**config.mk**
```make
export PLATFORM = sky130hd
export DESIGN_NAME = ebz_config_regs
export DESIGN_NICKNAME = d
export VERILOG_FILES = /design/src/ebz_zone_sequencer.v /design/src/ebz_config_regs.v
export VERILOG_INCLUDE_DIRS = /design/src /design/src/src
export SDC_FILE = /design/constraint.sdc
export NUM_CORES = 1
export LEC_CHECK = 0
export BUFFER_PORTS_ARGS = -buffer_cell sky130_fd_sc_hd__buf_2
export CORE_MARGIN = 4
export CORE_UTILIZATION = 55
export CTS_BUF_LIST = sky130_fd_sc_hd__clkbuf_16
export DETAILED_ROUTE_END_ITERATION = 10
export GPL_ROUTABILITY_DRIVEN = 0
export PLACE_DENSITY = 0.83
export SLEW_MARGIN = 25
export SYNTH_ARGS = -nofsm -noshare
export SYNTH_HDL_FRONTEND = slang
export SYNTH_SLANG_ARGS = --single-unit
```
**constraint.sdc**
```tcl
create_clock -name sys_clk_in -period 3.6 [get_ports sys_clk_in]
set_input_delay 0.18 -clock sys_clk_in [delete_from_list [all_inputs] [get_ports sys_clk_in]]
set_output_delay 0.18 -clock sys_clk_in [all_outputs]
set_load 0.02 [all_outputs]
```
**src/ebz_defs.vh**
```
`ifndef EBZ_DEFS_VH
`define EBZ_DEFS_VH

// Register word indices; byte address is four times the index
`define EBZ_IDX_ZONE0      14'h0b20
`define EBZ_IDX_ZONE6      14'h0b2c
`define EBZ_IDX_ZONE7      14'h0b2e
`define EBZ_IDX_CONFIG     14'h0b34
`define EBZ_IDX_CONFIG1    14'h0b32
`define EBZ_IDX_BANK       14'h0b38
`define EBZ_IDX_REVISION   14'h0b3a
`define EBZ_IDX_SOFT_RST   14'h083d

// Zone timing field positions
`define EBZ_X2_BIT         22
`define EBZ_WIDTH_HI       17
`define EBZ_WIDTH_LO       16
`define EBZ_RDY_ASYNC_BIT  15
`define EBZ_RDY_USE_BIT    14
`define EBZ_RD_LEAD_HI     13
`define EBZ_RD_LEAD_LO     12
`define EBZ_RD_ACT_HI      11
`define EBZ_RD_ACT_LO      9
`define EBZ_RD_TRAIL_HI    8
`define EBZ_RD_TRAIL_LO    7
`define EBZ_WR_LEAD_HI     6
`define EBZ_WR_LEAD_LO     5
`define EBZ_WR_ACT_HI      4
`define EBZ_WR_ACT_LO      2
`define EBZ_WR_TRAIL_HI    1
`define EBZ_WR_TRAIL_LO    0

// Bus width codes
`define EBZ_WIDTH_32       2'b01
`define EBZ_WIDTH_16       2'b11

// Writable bits and reset values
`define EBZ_TIMING_WMASK   32'h0043ffff
`define EBZ_TIMING_RESET   32'h0043ffff
`define EBZ_CONFIG_RESET   32'h00000000
`define EBZ_BANK_RESET     16'h0000
`define EBZ_SOFT_RST_RESET 16'h0000
// Arbitrary revision value, names no part
`define EBZ_REVISION_VALUE 16'h0001

`endif

```
**src/ebz_zone_sequencer.v**
```verilog
`timescale 1ns/1ns
`include "ebz_defs.vh"

module ebz_zone_sequencer
(
    // Clock and reset
    input  wire        sys_clk_in,
    input  wire        resetn_in,
    // Access request
    input  wire        start_in,
    input  wire        write_in,
    input  wire [31:0] timing_in,
    input  wire        ready_in,
    // Access status
    output wire        busy_out,
    output wire [2:0]  phase_out,
    output wire        done_out,
    output wire        wide_out
);

    localparam [3:0] ST_IDLE  = 4'b0001;
    localparam [3:0] ST_LEAD  = 4'b0010;
    localparam [3:0] ST_ACT   = 4'b0100;
    localparam [3:0] ST_TRAIL = 4'b1000;

    reg [3:0] state_q;
    reg [3:0] state_d;
    reg [4:0] cnt_q;
    reg [4:0] cnt_d;
    reg [4:0] act_q;
    reg [4:0] trail_q;
    reg       use_rdy_q;
    reg       done_q;
    reg       wide_q;
    reg       busy_q;

    // Scale a wait count by one or two
    function [4:0] scale;
        input [2:0] val;
        input       dbl;
        begin
            scale = dbl ? {1'b0, val, 1'b0} : {2'b00, val};
        end
    endfunction

    wire       x2     = timing_in[`EBZ_X2_BIT];
    wire [2:0] lead   = write_in ? {1'b0, timing_in[`EBZ_WR_LEAD_HI:`EBZ_WR_LEAD_LO]}
                                 : {1'b0, timing_in[`EBZ_RD_LEAD_HI:`EBZ_RD_LEAD_LO]};
    wire [2:0] active = write_in ? timing_in[`EBZ_WR_ACT_HI:`EBZ_WR_ACT_LO]
                                 : timing_in[`EBZ_RD_ACT_HI:`EBZ_RD_ACT_LO];
    wire [2:0] trail  = write_in ? {1'b0, timing_in[`EBZ_WR_TRAIL_HI:`EBZ_WR_TRAIL_LO]}
                                 : {1'b0, timing_in[`EBZ_RD_TRAIL_HI:`EBZ_RD_TRAIL_LO]};

    // Phase sequencing; lead and active counts of 0 still take one cycle, a trail count of 0 skips trail, nothing is corrected
    always @*
    begin
        state_d = state_q;
        cnt_d   = cnt_q;
        case (state_q)
            ST_IDLE:
            begin
                if (start_in)
                begin
                    state_d = ST_LEAD;
                    // RL1 - doubled lead count
                    cnt_d   = scale(lead, x2);
                end
            end
            ST_LEAD:
            begin
                if (cnt_q <= 5'h01)
                begin
                    state_d = ST_ACT;
                    cnt_d   = act_q;
                end
                else
                    cnt_d = cnt_q - 5'h01;
            end
            ST_ACT:
            begin
                if (cnt_q <= 5'h01)
                begin
                    // RL9 - ready stretches active
                    if (!(use_rdy_q && !ready_in))
                    begin
                        state_d = (trail_q == 5'h00) ? ST_IDLE : ST_TRAIL;
                        cnt_d   = trail_q;
                    end
                end
                else
                    cnt_d = cnt_q - 5'h01;
            end
            ST_TRAIL:
            begin
                if (cnt_q <= 5'h01)
                    state_d = ST_IDLE;
                else
                    cnt_d = cnt_q - 5'h01;
            end
            default:
            begin
                state_d = ST_IDLE;
                cnt_d   = 5'h00;
            end
        endcase
    end

    // Latch zone settings at start so a later rewrite cannot disturb it
    always @(posedge sys_clk_in or negedge resetn_in)
    begin
        if (!resetn_in)
        begin
            state_q   <= ST_IDLE;
            cnt_q     <= 5'h00;
            act_q     <= 5'h01;
            trail_q   <= 5'h00;
            use_rdy_q <= 1'b0;
            done_q    <= 1'b0;
            wide_q    <= 1'b0;
            busy_q    <= 1'b0;
        end
        else
        begin
            state_q <= state_d;
            cnt_q   <= cnt_d;
            done_q  <= (state_q != ST_IDLE) && (state_d == ST_IDLE);
            busy_q  <= (state_d != ST_IDLE); // Own flop, no gate on the port
            if (state_q == ST_IDLE && start_in)
            begin
                // RL1 - doubled active and trail
                act_q     <= scale(active, x2) + 5'h01;
                trail_q   <= scale(trail, x2);
                // RL8 - ready used or ignored
                use_rdy_q <= timing_in[`EBZ_RDY_USE_BIT];
                // RL3 - code 01 selects 32 lines
                wide_q    <= (timing_in[`EBZ_WIDTH_HI:`EBZ_WIDTH_LO] == `EBZ_WIDTH_32);
            end
        end
    end

    assign busy_out  = busy_q;
    assign phase_out = state_q[3:1];
    assign done_out  = done_q;
    assign wide_out  = wide_q;

endmodule // ebz_zone_sequencer

```
**src/ebz_config_regs.v**
```verilog
`timescale 1ns/1ns
`include "ebz_defs.vh"

// Behaviour
// RL1 - Scale bit doubles all zone wait counts
// RL2 - Scale bit resets to one
// RL3 - Width code 01 uses 32 lines
// RL4 - Width code 11 uses 16, default
// RL5 - Software writes only 01 or 11
// RL6 - Mode bit selects sync or async ready
// RL7 - Mode bit ignored when ready unused
// RL8 - Ready-use bit enables ready sampling
// RL9 - Ready lengthens active phase when enabled
// RL10 - Writes only while protected unlock active
// RL11 - Reprogram from outside the zone
// RL12 - Illegal settings applied without checks
// RL13 - Separate timing registers, zones 0/6/7
// RL14 - First config slot reserved, unused
// RL15 - Two words or one word per register
// RL16 - Reserved timing bits read zero
module ebz_config_regs
(
    // Clock and reset
    input  wire        sys_clk_in,
    input  wire        resetn_in,
    // APB slave
    input  wire        psel_in,
    input  wire        penable_in,
    input  wire        pwrite_in,
    input  wire [15:0] paddr_in,
    input  wire [31:0] pwdata_in,
    output wire [31:0] prdata_out,
    output wire        pready_out,
    output wire        pslverr_out,
    // Protection
    input  wire        protected_write_unlock_in,
    // Zone access request
    input  wire        acc_start_in,
    input  wire [2:0]  acc_zone_in,
    input  wire        acc_write_in,
    input  wire        ext_ready_in,
    // Zone access status
    output wire        acc_busy_out,
    output wire [2:0]  acc_phase_out,
    output wire        acc_done_out,
    output wire        acc_wide_out,
    // Register contents for the rest of the interface
    output wire [31:0] interface_config_out,
    output wire [15:0] bank_switch_control_out,
    output wire [15:0] interface_soft_reset_out
);

    reg  [31:0] zone_timing_q [0:2];
    reg  [31:0] config_q;
    reg  [15:0] bank_q;
    reg  [15:0] soft_rst_q;
    reg  [31:0] prdata_q;
    reg         pready_q;
    reg         pslverr_q;
    reg  [31:0] rd_word;
    reg         rd_hit;
    reg         rdy_s1_q;
    reg         rdy_s2_q;
    reg         rdy_s3_q;
    reg  [31:0] sel_timing;
    reg         rdy_async_q;

    wire [13:0] idx      = paddr_in[15:2];
    wire        aligned  = (paddr_in[1:0] == 2'b00);
    wire        setup    = psel_in && !penable_in;
    wire        wr_fire  = psel_in && penable_in && pready_q && pwrite_in && !pslverr_q;
    // RL10 - writes gated by unlock
    wire        wr_ok    = wr_fire && protected_write_unlock_in;

    // Storage slot to timing register word index
    function [13:0] zone_index;
        input integer slot;
        begin
            case (slot)
                0:       zone_index = `EBZ_IDX_ZONE0;
                1:       zone_index = `EBZ_IDX_ZONE6;
                default: zone_index = `EBZ_IDX_ZONE7;
            endcase
        end
    endfunction

    // Per-zone timing registers
    genvar z;
    generate
        for (z = 0; z < 3; z = z + 1)
        begin : g_zone
            wire lo_hit = wr_ok && (idx == zone_index(z));
            wire hi_hit = wr_ok && (idx == zone_index(z) + 14'h0001);
            always @(posedge sys_clk_in or negedge resetn_in)
            begin
                if (!resetn_in)
                    // RL2 - RL4 - RL6 - doubled, 16-bit, async defaults
                    zone_timing_q[z] <= `EBZ_TIMING_RESET;
                // RL13 - only this zone changes
                else if (lo_hit)
                    // RL16 - reserved bits masked; RL12 - no checks
                    zone_timing_q[z] <= pwdata_in & `EBZ_TIMING_WMASK;
                else if (hi_hit)
                    // RL15 - second word is upper half
                    zone_timing_q[z] <= {pwdata_in[15:0], zone_timing_q[z][15:0]}
                                        & `EBZ_TIMING_WMASK;
            end
        end
    endgenerate

    // Other writable registers
    always @(posedge sys_clk_in or negedge resetn_in)
    begin
        if (!resetn_in)
        begin
            config_q   <= `EBZ_CONFIG_RESET;
            bank_q     <= `EBZ_BANK_RESET;
            soft_rst_q <= `EBZ_SOFT_RST_RESET;
        end
        else if (wr_ok)
        begin
            // RL15 - config spans two words
            if (idx == `EBZ_IDX_CONFIG)
                config_q <= pwdata_in;
            if (idx == `EBZ_IDX_CONFIG + 14'h0001)
                config_q <= {pwdata_in[15:0], config_q[15:0]};
            if (idx == `EBZ_IDX_BANK)
                bank_q <= pwdata_in[15:0];
            if (idx == `EBZ_IDX_SOFT_RST)
                soft_rst_q <= pwdata_in[15:0];
        end
    end

    // Read decode; unknown index answers with an error
    always @*
    begin
        rd_word = 32'h00000000;
        rd_hit  = 1'b1;
        if (idx == `EBZ_IDX_ZONE0)
            rd_word = zone_timing_q[0];
        else if (idx == `EBZ_IDX_ZONE0 + 14'h0001)
            rd_word = {16'h0000, zone_timing_q[0][31:16]};
        else if (idx == `EBZ_IDX_ZONE6)
            rd_word = zone_timing_q[1];
        else if (idx == `EBZ_IDX_ZONE6 + 14'h0001)
            rd_word = {16'h0000, zone_timing_q[1][31:16]};
        else if (idx == `EBZ_IDX_ZONE7)
            rd_word = zone_timing_q[2];
        else if (idx == `EBZ_IDX_ZONE7 + 14'h0001)
            rd_word = {16'h0000, zone_timing_q[2][31:16]};
        // RL14 - old config slot reads zero
        else if (idx == `EBZ_IDX_CONFIG1 || idx == `EBZ_IDX_CONFIG1 + 14'h0001)
            rd_word = 32'h00000000;
        else if (idx == `EBZ_IDX_CONFIG)
            rd_word = config_q;
        else if (idx == `EBZ_IDX_CONFIG + 14'h0001)
            rd_word = {16'h0000, config_q[31:16]};
        else if (idx == `EBZ_IDX_BANK)
            rd_word = {16'h0000, bank_q};
        else if (idx == `EBZ_IDX_REVISION)
            rd_word = {16'h0000, `EBZ_REVISION_VALUE};
        else if (idx == `EBZ_IDX_SOFT_RST)
            rd_word = {16'h0000, soft_rst_q};
        else
            rd_hit = 1'b0;
        if (!aligned)
        begin
            rd_word = 32'h00000000;
            rd_hit  = 1'b0;
        end
    end

    // One wait-free access cycle; answer prepared during setup
    always @(posedge sys_clk_in or negedge resetn_in)
    begin
        if (!resetn_in)
        begin
            prdata_q  <= 32'h00000000;
            pready_q  <= 1'b0;
            pslverr_q <= 1'b0;
        end
        else
        begin
            pready_q  <= setup;
            pslverr_q <= setup && !rd_hit;
            if (setup && !pwrite_in)
                prdata_q <= rd_word;
        end
    end

    // Ready pin synchroniser; third stage is the async-mode settle stage
    always @(posedge sys_clk_in or negedge resetn_in)
    begin
        if (!resetn_in)
        begin
            rdy_s1_q <= 1'b0;
            rdy_s2_q <= 1'b0;
            rdy_s3_q <= 1'b0;
        end
        else
        begin
            rdy_s1_q <= ext_ready_in;
            rdy_s2_q <= rdy_s1_q;
            rdy_s3_q <= rdy_s2_q;
        end
    end

    // Timing word of the zone being accessed; zones 1 to 5 have no register
    always @*
    begin
        case (acc_zone_in)
            3'h6:    sel_timing = zone_timing_q[1];
            3'h7:    sel_timing = zone_timing_q[2];
            default: sel_timing = zone_timing_q[0];
        endcase
    end

    // Ready mode taken at access start; a zone change mid-access cannot switch stages
    always @(posedge sys_clk_in or negedge resetn_in)
    begin
        if (!resetn_in)
            rdy_async_q <= 1'b1;
        else if (acc_start_in && !acc_busy_out)
            rdy_async_q <= sel_timing[`EBZ_RDY_ASYNC_BIT];
    end

    // RL6 - async adds one settle stage; RL7 - unused when ready off
    wire rdy_sel = rdy_async_q ? rdy_s3_q : rdy_s2_q;

    ebz_zone_sequencer u_seq
    (
        .sys_clk_in (sys_clk_in),
        .resetn_in  (resetn_in),
        .start_in   (acc_start_in),
        .write_in   (acc_write_in),
        .timing_in  (sel_timing),
        .ready_in   (rdy_sel),
        .busy_out   (acc_busy_out),
        .phase_out  (acc_phase_out),
        .done_out   (acc_done_out),
        .wide_out   (acc_wide_out)
    );

    assign prdata_out               = prdata_q;
    assign pready_out               = pready_q;
    assign pslverr_out              = pslverr_q;
    assign interface_config_out     = config_q;
    assign bank_switch_control_out  = bank_q;
    assign interface_soft_reset_out = soft_rst_q;

endmodule // ebz_config_regs

```
# ---- Word-level counts from Yosys, hierarchy flattened
# Cells that the tools add are included.
dict set report word_totals {
  register_bits 221
  inputBits 60
  out_inout_bits 104
  word_cells 146
}
dict set report classes {
  add_sub_neg 2
  magnitude_cmp 1
  eq_ne 26
  n_mux 55
  bitwise_logic 1
  reduce_logical 36
}
# op count
set op_table {}
lappend op_table {{32-bit two-way mux} 17}
lappend op_table {{14-bit by 12-bit == test with 1-bit output, second input constant} 13}
lappend op_table {{16-bit two-way mux} 4}
lappend op_table {{23-bit case mux with 2 select lines} 1}
lappend op_table {{4-bit two-way mux} 9}
lappend op_table {{5-bit two-way mux} 5}
lappend op_table {{5-bit case mux with 4 select lines} 1}
lappend op_table {{1-bit logical AND} 18}
lappend op_table {{4-bit case mux with 4 select lines} 1}
lappend op_table {{1-bit two-way mux} 14}
lappend op_table {{4-bit by 1-bit == test with 1-bit output, second input constant} 2}
lappend op_table {{4-bit by 1-bit inequality test with 1-bit output, second input constant} 2}
lappend op_table {{2-bit nonzero test} 4}
lappend op_table {{3-bit == test, second input constant} 2}
lappend op_table {{1-bit logical NOT} 6}
lappend op_table {{2-bit AND reduction} 3}
lappend op_table {{3-bit AND reduction} 2}
lappend op_table {{5-bit by 1-bit adder with 5-bit output, second input constant} 1}
lappend op_table {{5-bit by 1-bit less-or-equal comparator with 1-bit output, second input constant} 1}
lappend op_table {{5-bit logical NOT} 1}
lappend op_table {{5-bit by 1-bit subtractor with 5-bit output, second input constant} 1}
lappend op_table {{4-bit by 2-bit == test with 1-bit output, second input constant} 1}
lappend op_table {{4-bit by 3-bit == test with 1-bit output, second input constant} 1}
lappend op_table {{4-bit == test, second input constant} 1}
lappend op_table {{other kinds (8)} 10}

# ---- Logic depth before layout (Yosys ltp)
dict set report depth {
  depth_word 16
  mapped_depth 9
  mapped_depth_nobuf 7
}

# ---- Cells and area by module
# Synthesis repeated with hierarchy kept, for this count alone.
dict set report unflattened {
  cells_unflattened 826
  area_unflattened_um2 9315.2
}
# mod n_inst cells_per_inst area_per_inst_um2 seq_area_each_um2
set by_module_without_submodules {}
lappend by_module_without_submodules {ebz_config_regs 1 683 7866.3 4051.4}
lappend by_module_without_submodules {ebz_zone_sequencer 1 143 1448.9 528.0}

# ---- Worst setup path after synthesis
# OpenSTA, ideal clock, no wires.
dict set report synth_path {
  path_kind {input to register}
  from {input port acc_zone_in[0]}
  to {register u_seq.act_q[1]}
  setup_time_ns 0.125
  t_arrival_ns 2.365
  required_ns 3.475
  slack_ns 1.110
  path_stages 7
  path_buffers 2
  path_cell_list {buf_2 buf_1 mux2_2 mux4_2 mux2_2 ha_1 mux2_2}
}
dict set report synth_between {
  elab_chain_cells 5
  word_cells_on_any_way 6
  classes_between {add/sub (1); eq/ne (2); mux (3)}
}
# item line_no
set synth_lines {}
lappend synth_lines {{start: declaration} ebz_config_regs.v:39} ;# input wire [2:0] acc_zone_in,
lappend synth_lines {{3-bit == test} ebz_config_regs.v:211} ;# case (acc_zone_in)
lappend synth_lines {{23-bit case mux with 2 select lines (*)} ebz_config_regs.v:211}
lappend synth_lines {{3-bit two-way mux} ebz_zone_sequencer.v:49} ;# wire [2:0] active = write_in ? timing_in[`EBZ_WR_ACT_HI:`EBZ_WR_ACT_LO]
lappend synth_lines {{4-bit two-way mux (*)} ebz_zone_sequencer.v:42} ;# scale = dbl ? {1'b0, val, 1'b0} : {2'b00, val};
lappend synth_lines {{5-bit by 1-bit adder with 5-bit output (*)} ebz_zone_sequencer.v:131} ;# act_q <= scale(active, x2) + 5'h01;
lappend synth_lines {{end signal: assignment} ebz_zone_sequencer.v:131}
lappend synth_lines {{end: declaration} ebz_zone_sequencer.v:30} ;# reg [4:0] act_q;
# Every way passes the cells marked *; elsewhere a longest branch is shown, timed or not.
# A chain may end at the register's enable or synchronous reset.

# ---- Worst setup path in the final report
dict set report layout_path {
  from {input port penable_in}
  to {register prdata_q[2] (netlist: prdata_out[2])}
}
dict set report layout_between {
  elab_chain_cells 3
}
# item line_no
set layout_lines {}
lappend layout_lines {{start: declaration} ebz_config_regs.v:28} ;# input wire penable_in,
lappend layout_lines {{1-bit logical NOT} ebz_config_regs.v:70} ;# wire setup = psel_in && !penable_in;
lappend layout_lines {{1-bit logical AND} ebz_config_regs.v:70}
lappend layout_lines {{1-bit logical AND} ebz_config_regs.v:186} ;# if (setup && !pwrite_in)
lappend layout_lines {{end signal: assignment} ebz_config_regs.v:187} ;# prdata_q <= rd_word;
lappend layout_lines {{end: declaration} ebz_config_regs.v:57} ;# reg [31:0] prdata_q;
# No other way between the ends.

==> results.txt <==
- Width of the die: roughly 140 um
* Largest net degree at the start of global routing: 88
- The longest clock path from root to sink contains 2 buffers.
- Via count normalized by instance count: ~6.4
* Number of distinct library cell variants in the gate-level netlist after synthesis: between 70 and 80
- Clock slew at the register clock pins of the worst setup and hold paths: approximately 0.080 ns
* Final core utilization: 0.658
- The number of buffers and inverters on the critical path is 2.
- Adding up every negative setup slack in the final design gives 0 ns.
* Status: finished, final reports clean
- # rows: 47
- Clk sinks: 180
- Across every metal layer, demand over resource in global routing totals 0.289.
* Share of async-settable or async-resettable flops after synthesis: 1.00
- The startpoint identified for the worst hold timing path is psel_in.
* Worst Setup End Kind: flop
- Area occupied by multi-input gates: approximately 0.0044 mm^2
- Arrival time worst endpoint: approximately 3.0 ns
- Share of Yosys cell area claimed by the top area cell type: 0.323
- The repair_antennas step left the layout with diodes totalling 0.
- Wires add up to between 20,000 and 30,000 um.
- Among all flip-flop cells after synthesis, the most frequent one is sky130_fd_sc_hd__dfrtp_1.
- Worst Clk Skew: between 0.015 and 0.02 ns
* Clock tree from TritonCTS: done
- Of all nets on the critical path, the largest fanout is 34.
- Number of instances resized during post-cts repair: 0
* Initial antenna violation count: 0
- Total area of sequential cells: roughly 0.0046 mm^2
* Final global-route overflow total: 0
* Number of buffers created by CTS: 17
- For this design the ratio of total power to cell area is between 400 and 500 mW/mm^2.
- Of all cell types, the one taking the most synthesized area is sky130_fd_sc_hd__dfrtp_1.
* Area Growth Syn to Fin: 17.4%
- The first global-routing pass estimated 42,100 um of wire.
- Number of setup violations in the final report: 0
- The hold violation total from the final report was 0.
- Counting every instance in the synthesized netlist gives approximately 840.
* Highest attainable clock frequency: between 300 and 400 MHz
- Worst-case headroom to the max-slew limit: 0.338
- Maximum vdd ir drop: 0.348 mV
* Most common cell in the netlist: sky130_fd_sc_hd__dfrtp_1
* Unrepaired setup endpoints after global routing: false
- The share of the Yosys chip area taken by registers is 0.493.
- Full die area: approximately 0.019 mm^2
- From bottom edge to top edge, the die measures 138 um.
* Delay contributed by the slowest stage of the critical path: roughly 0.84 ns
- Cell chain of the critical path: dlygate4sd3_1 -> buf_2 -> or3b_2 -> or3_1 -> a31oi_1 -> o21ai_0 -> o21ai_0
* Antenna-violating nets left: 0
* Hold WC Path Type: in2reg
- Flops & latches, synth: 180
- Max cap viols: 0
- The critical path starts at penable_in.
- Static Leak: between 5 and 6 nW
- The H-tree was split into 4 levels.
- STA puts the critical path data required time at approximately 3.9 ns.
* Max-slew violations: 0
- Of the cells placed in the final design, the portion with a size suffix greater than 1 is 0.414.
* Cell at the root of the clock tree: sky130_fd_sc_hd__clkbuf_16
- Dividing the synthesized area by the synthesized cell count gives approximately 11 um^2.
- In this run the tool buffered the top-level ports with between 150 and 200 buffer cells.
* Layout net count: between 1,000 and 1,500
* Total vias in the final route: ~8,000
* Number of design-rule violations left by the first detailed-router iteration: 902
- The synthesized design contains 0 enable-type register cells.
* Family with the most delay on the worst path: simple AND/OR/NAND/NOR gates
- Clock latency on the worst-skew pair, taken at its later pin, is 0.44 ns.
* Final period utilization: 0.741
- Time the final worst path needs with I/O delays and setup: between 2 and 3 ns
* DRC errors left: 0
- Hold_ws: about 0.031 ns
- Startpoint of the worst-slack reg-to-reg timing path: pslverr_out
- Total core area: roughly 0.017 mm^2
* Worst path most repeated cell: sky130_fd_sc_hd__o21ai_0
- DR pass1 iterations: 6
- Commonest cells in the netlist: 120 x sky130_fd_sc_hd__dfrtp_1, 104 x sky130_fd_sc_hd__mux2_2, 84 x sky130_fd_sc_hd__nand2_1
- Synth warnings: 0
* Post-Syn Nets: between 900 and 1,000
- Pin placement for this block handled 164 I/O pins.
- The synthesized netlist occupies a cell area of roughly 0.0093 mm^2.
- Worst-margin pin slew: 0.992 ns
- Setup crit start kind: input port
- Filler Cells Inserted: between 1,000 and 1,500
- Synth top area cells: sky130_fd_sc_hd__dfrtp_1 32%, sky130_fd_sc_hd__dfstp_2 17%, sky130_fd_sc_hd__mux2_2 13%
- The initial utilization of the core area, before any placement, comes to 0.560.
- The number of global-route vias before repair is 7,608.
- The critical path is of the in2reg type.
- DP Wirelength: between 15,000 and 20,000 um
- Critical Path Slowest Stage Cell: sky130_fd_sc_hd__or3b_2
- After detailed routing, the average wire length per cell comes to 22.2 um.
-- worst reg2reg max path, delay by kind of cell, from the launching register on --
| family | cells | cell delay [ns] |
|---|---|---|
| flops | 1 | 0.38 |
| simple gates | 3 | 1.45 |
| mux | 1 | 0.43 |
-- flip-flops by register name, indices dropped and copies added (netlist names) --
name                      count
u_seq.wide_out                1
u_seq.trail_q                 3
pready_out                    1
u_seq.done_out                1
rdy_s2_q                      1
rdy_s3_q                      1
prdata_out                   32
u_seq.act_q                   5
interface_soft_reset_out     16
zone_timing_q                57
interface_config_out         32
rdy_s1_q                      1
u_seq.state_q                 4
pslverr_out                   1
u_seq.cnt_q                   5
bank_switch_control_out      16
rdy_async_q                   1
u_seq.busy_out                1
u_seq.use_rdy_q               1
-- report_power, final --
| group | internal (mW) | total [mW] | switching [mW] |
|---|---|---|---|
| sequential | 2.06 | 2.11 | 0.0435 |
| combinational | 0.148 | 0.432 | 0.285 |
| clock | 0.930 | 1.82 | 0.894 |
| total | 3.14 | 4.36 | 1.22 |
-- metrics by stage --
stage	total power [mW]	cells	setup WS, ns	instance area, um^2
finish	4.36	1221	0.934	10900
global route	4.52	1221	0.869	10900
CTS	4.38	1221	0.997	10900
detailed placement	2.57	1186	0.655	10300
global placement	2.56	1186	0.695	10300
floorplan	2.38	843	1.11	9290
-- cell type report --
cell class	instances	share of cell area
clock inverter	15	0.0147
tap	220	0.0252
sequential	180	0.420
inverter	9	0.00310
clock buffer	17	0.0390
multi-input combinational	591	0.404
timing repair buffer	189	0.0939
-- cells by family after synthesis --
logic type | Yosys count | synth area share
muxes | 136 | 0.175
DFF | 180 | 0.493
AOI/OAI and AO/OA | 235 | 0.171
adders and majority gates | 3 | 0.00404
and+or+nand+nor | 214 | 0.120
buffers and inverters | 72 | 0.0342
xor gates and xnor gates | 3 | 0.00283
-- worst paths after layout --
kind	to	slack, ns	cells after the start
worst max-delay path	prdata_out[2]	0.93	7
max in group asynchronous	rdy_async_q	2.17	3
worst min-delay path	pready_out	0.03	2
worst min register to register	rdy_s2_q	0.35	0
worst max register to register	interface_soft_reset_out[11]	1.24	4
min in group asynchronous	prdata_out[24]	0.37	2
-- layer usage --
layer / share of wire / vias up / GRT usage
met5: 0 / - / 0
met4: 0.040 / 0 / 0.122
met3: 0.088 / 88 / 0.0454
met2: 0.46 / 433 / 0.454
met1: 0.41 / 3835 / 0.401
li1: - / 3450 / -
-- cells in the final DEF (no fill, tap or decap), types with 6 or more instances in the layout --
master,instances
sky130_fd_sc_hd__o21ai_0,78
sky130_fd_sc_hd__nand2_1,84
sky130_fd_sc_hd__nor2_1,32
sky130_fd_sc_hd__a22oi_1,18
sky130_fd_sc_hd__nor2b_1,10
sky130_fd_sc_hd__a21oi_1,27
sky130_fd_sc_hd__clkbuf_16,17
sky130_fd_sc_hd__buf_4,23
sky130_fd_sc_hd__nor3_1,23
sky130_fd_sc_hd__a22o_1,21
sky130_fd_sc_hd__dfrtp_1,120
sky130_fd_sc_hd__a222oi_1,6
sky130_fd_sc_hd__dfstp_2,60
sky130_fd_sc_hd__buf_2,162
sky130_fd_sc_hd__inv_1,10
sky130_fd_sc_hd__o22ai_1,11
sky130_fd_sc_hd__mux2_2,104
sky130_fd_sc_hd__a31oi_1,9
sky130_fd_sc_hd__nand3_1,6
sky130_fd_sc_hd__and2_1,6
sky130_fd_sc_hd__mux2_4,10
sky130_fd_sc_hd__o2bb2ai_1,9
sky130_fd_sc_hd__mux4_2,7
sky130_fd_sc_hd__mux2i_1,15
-- timing repair --
item	in CTS	in global routing
setup buffers	0	0
endpoints found under the hold margin	63	0
hold buffers	3	0
No activity file was read; power rests on OpenSTA's default activity.
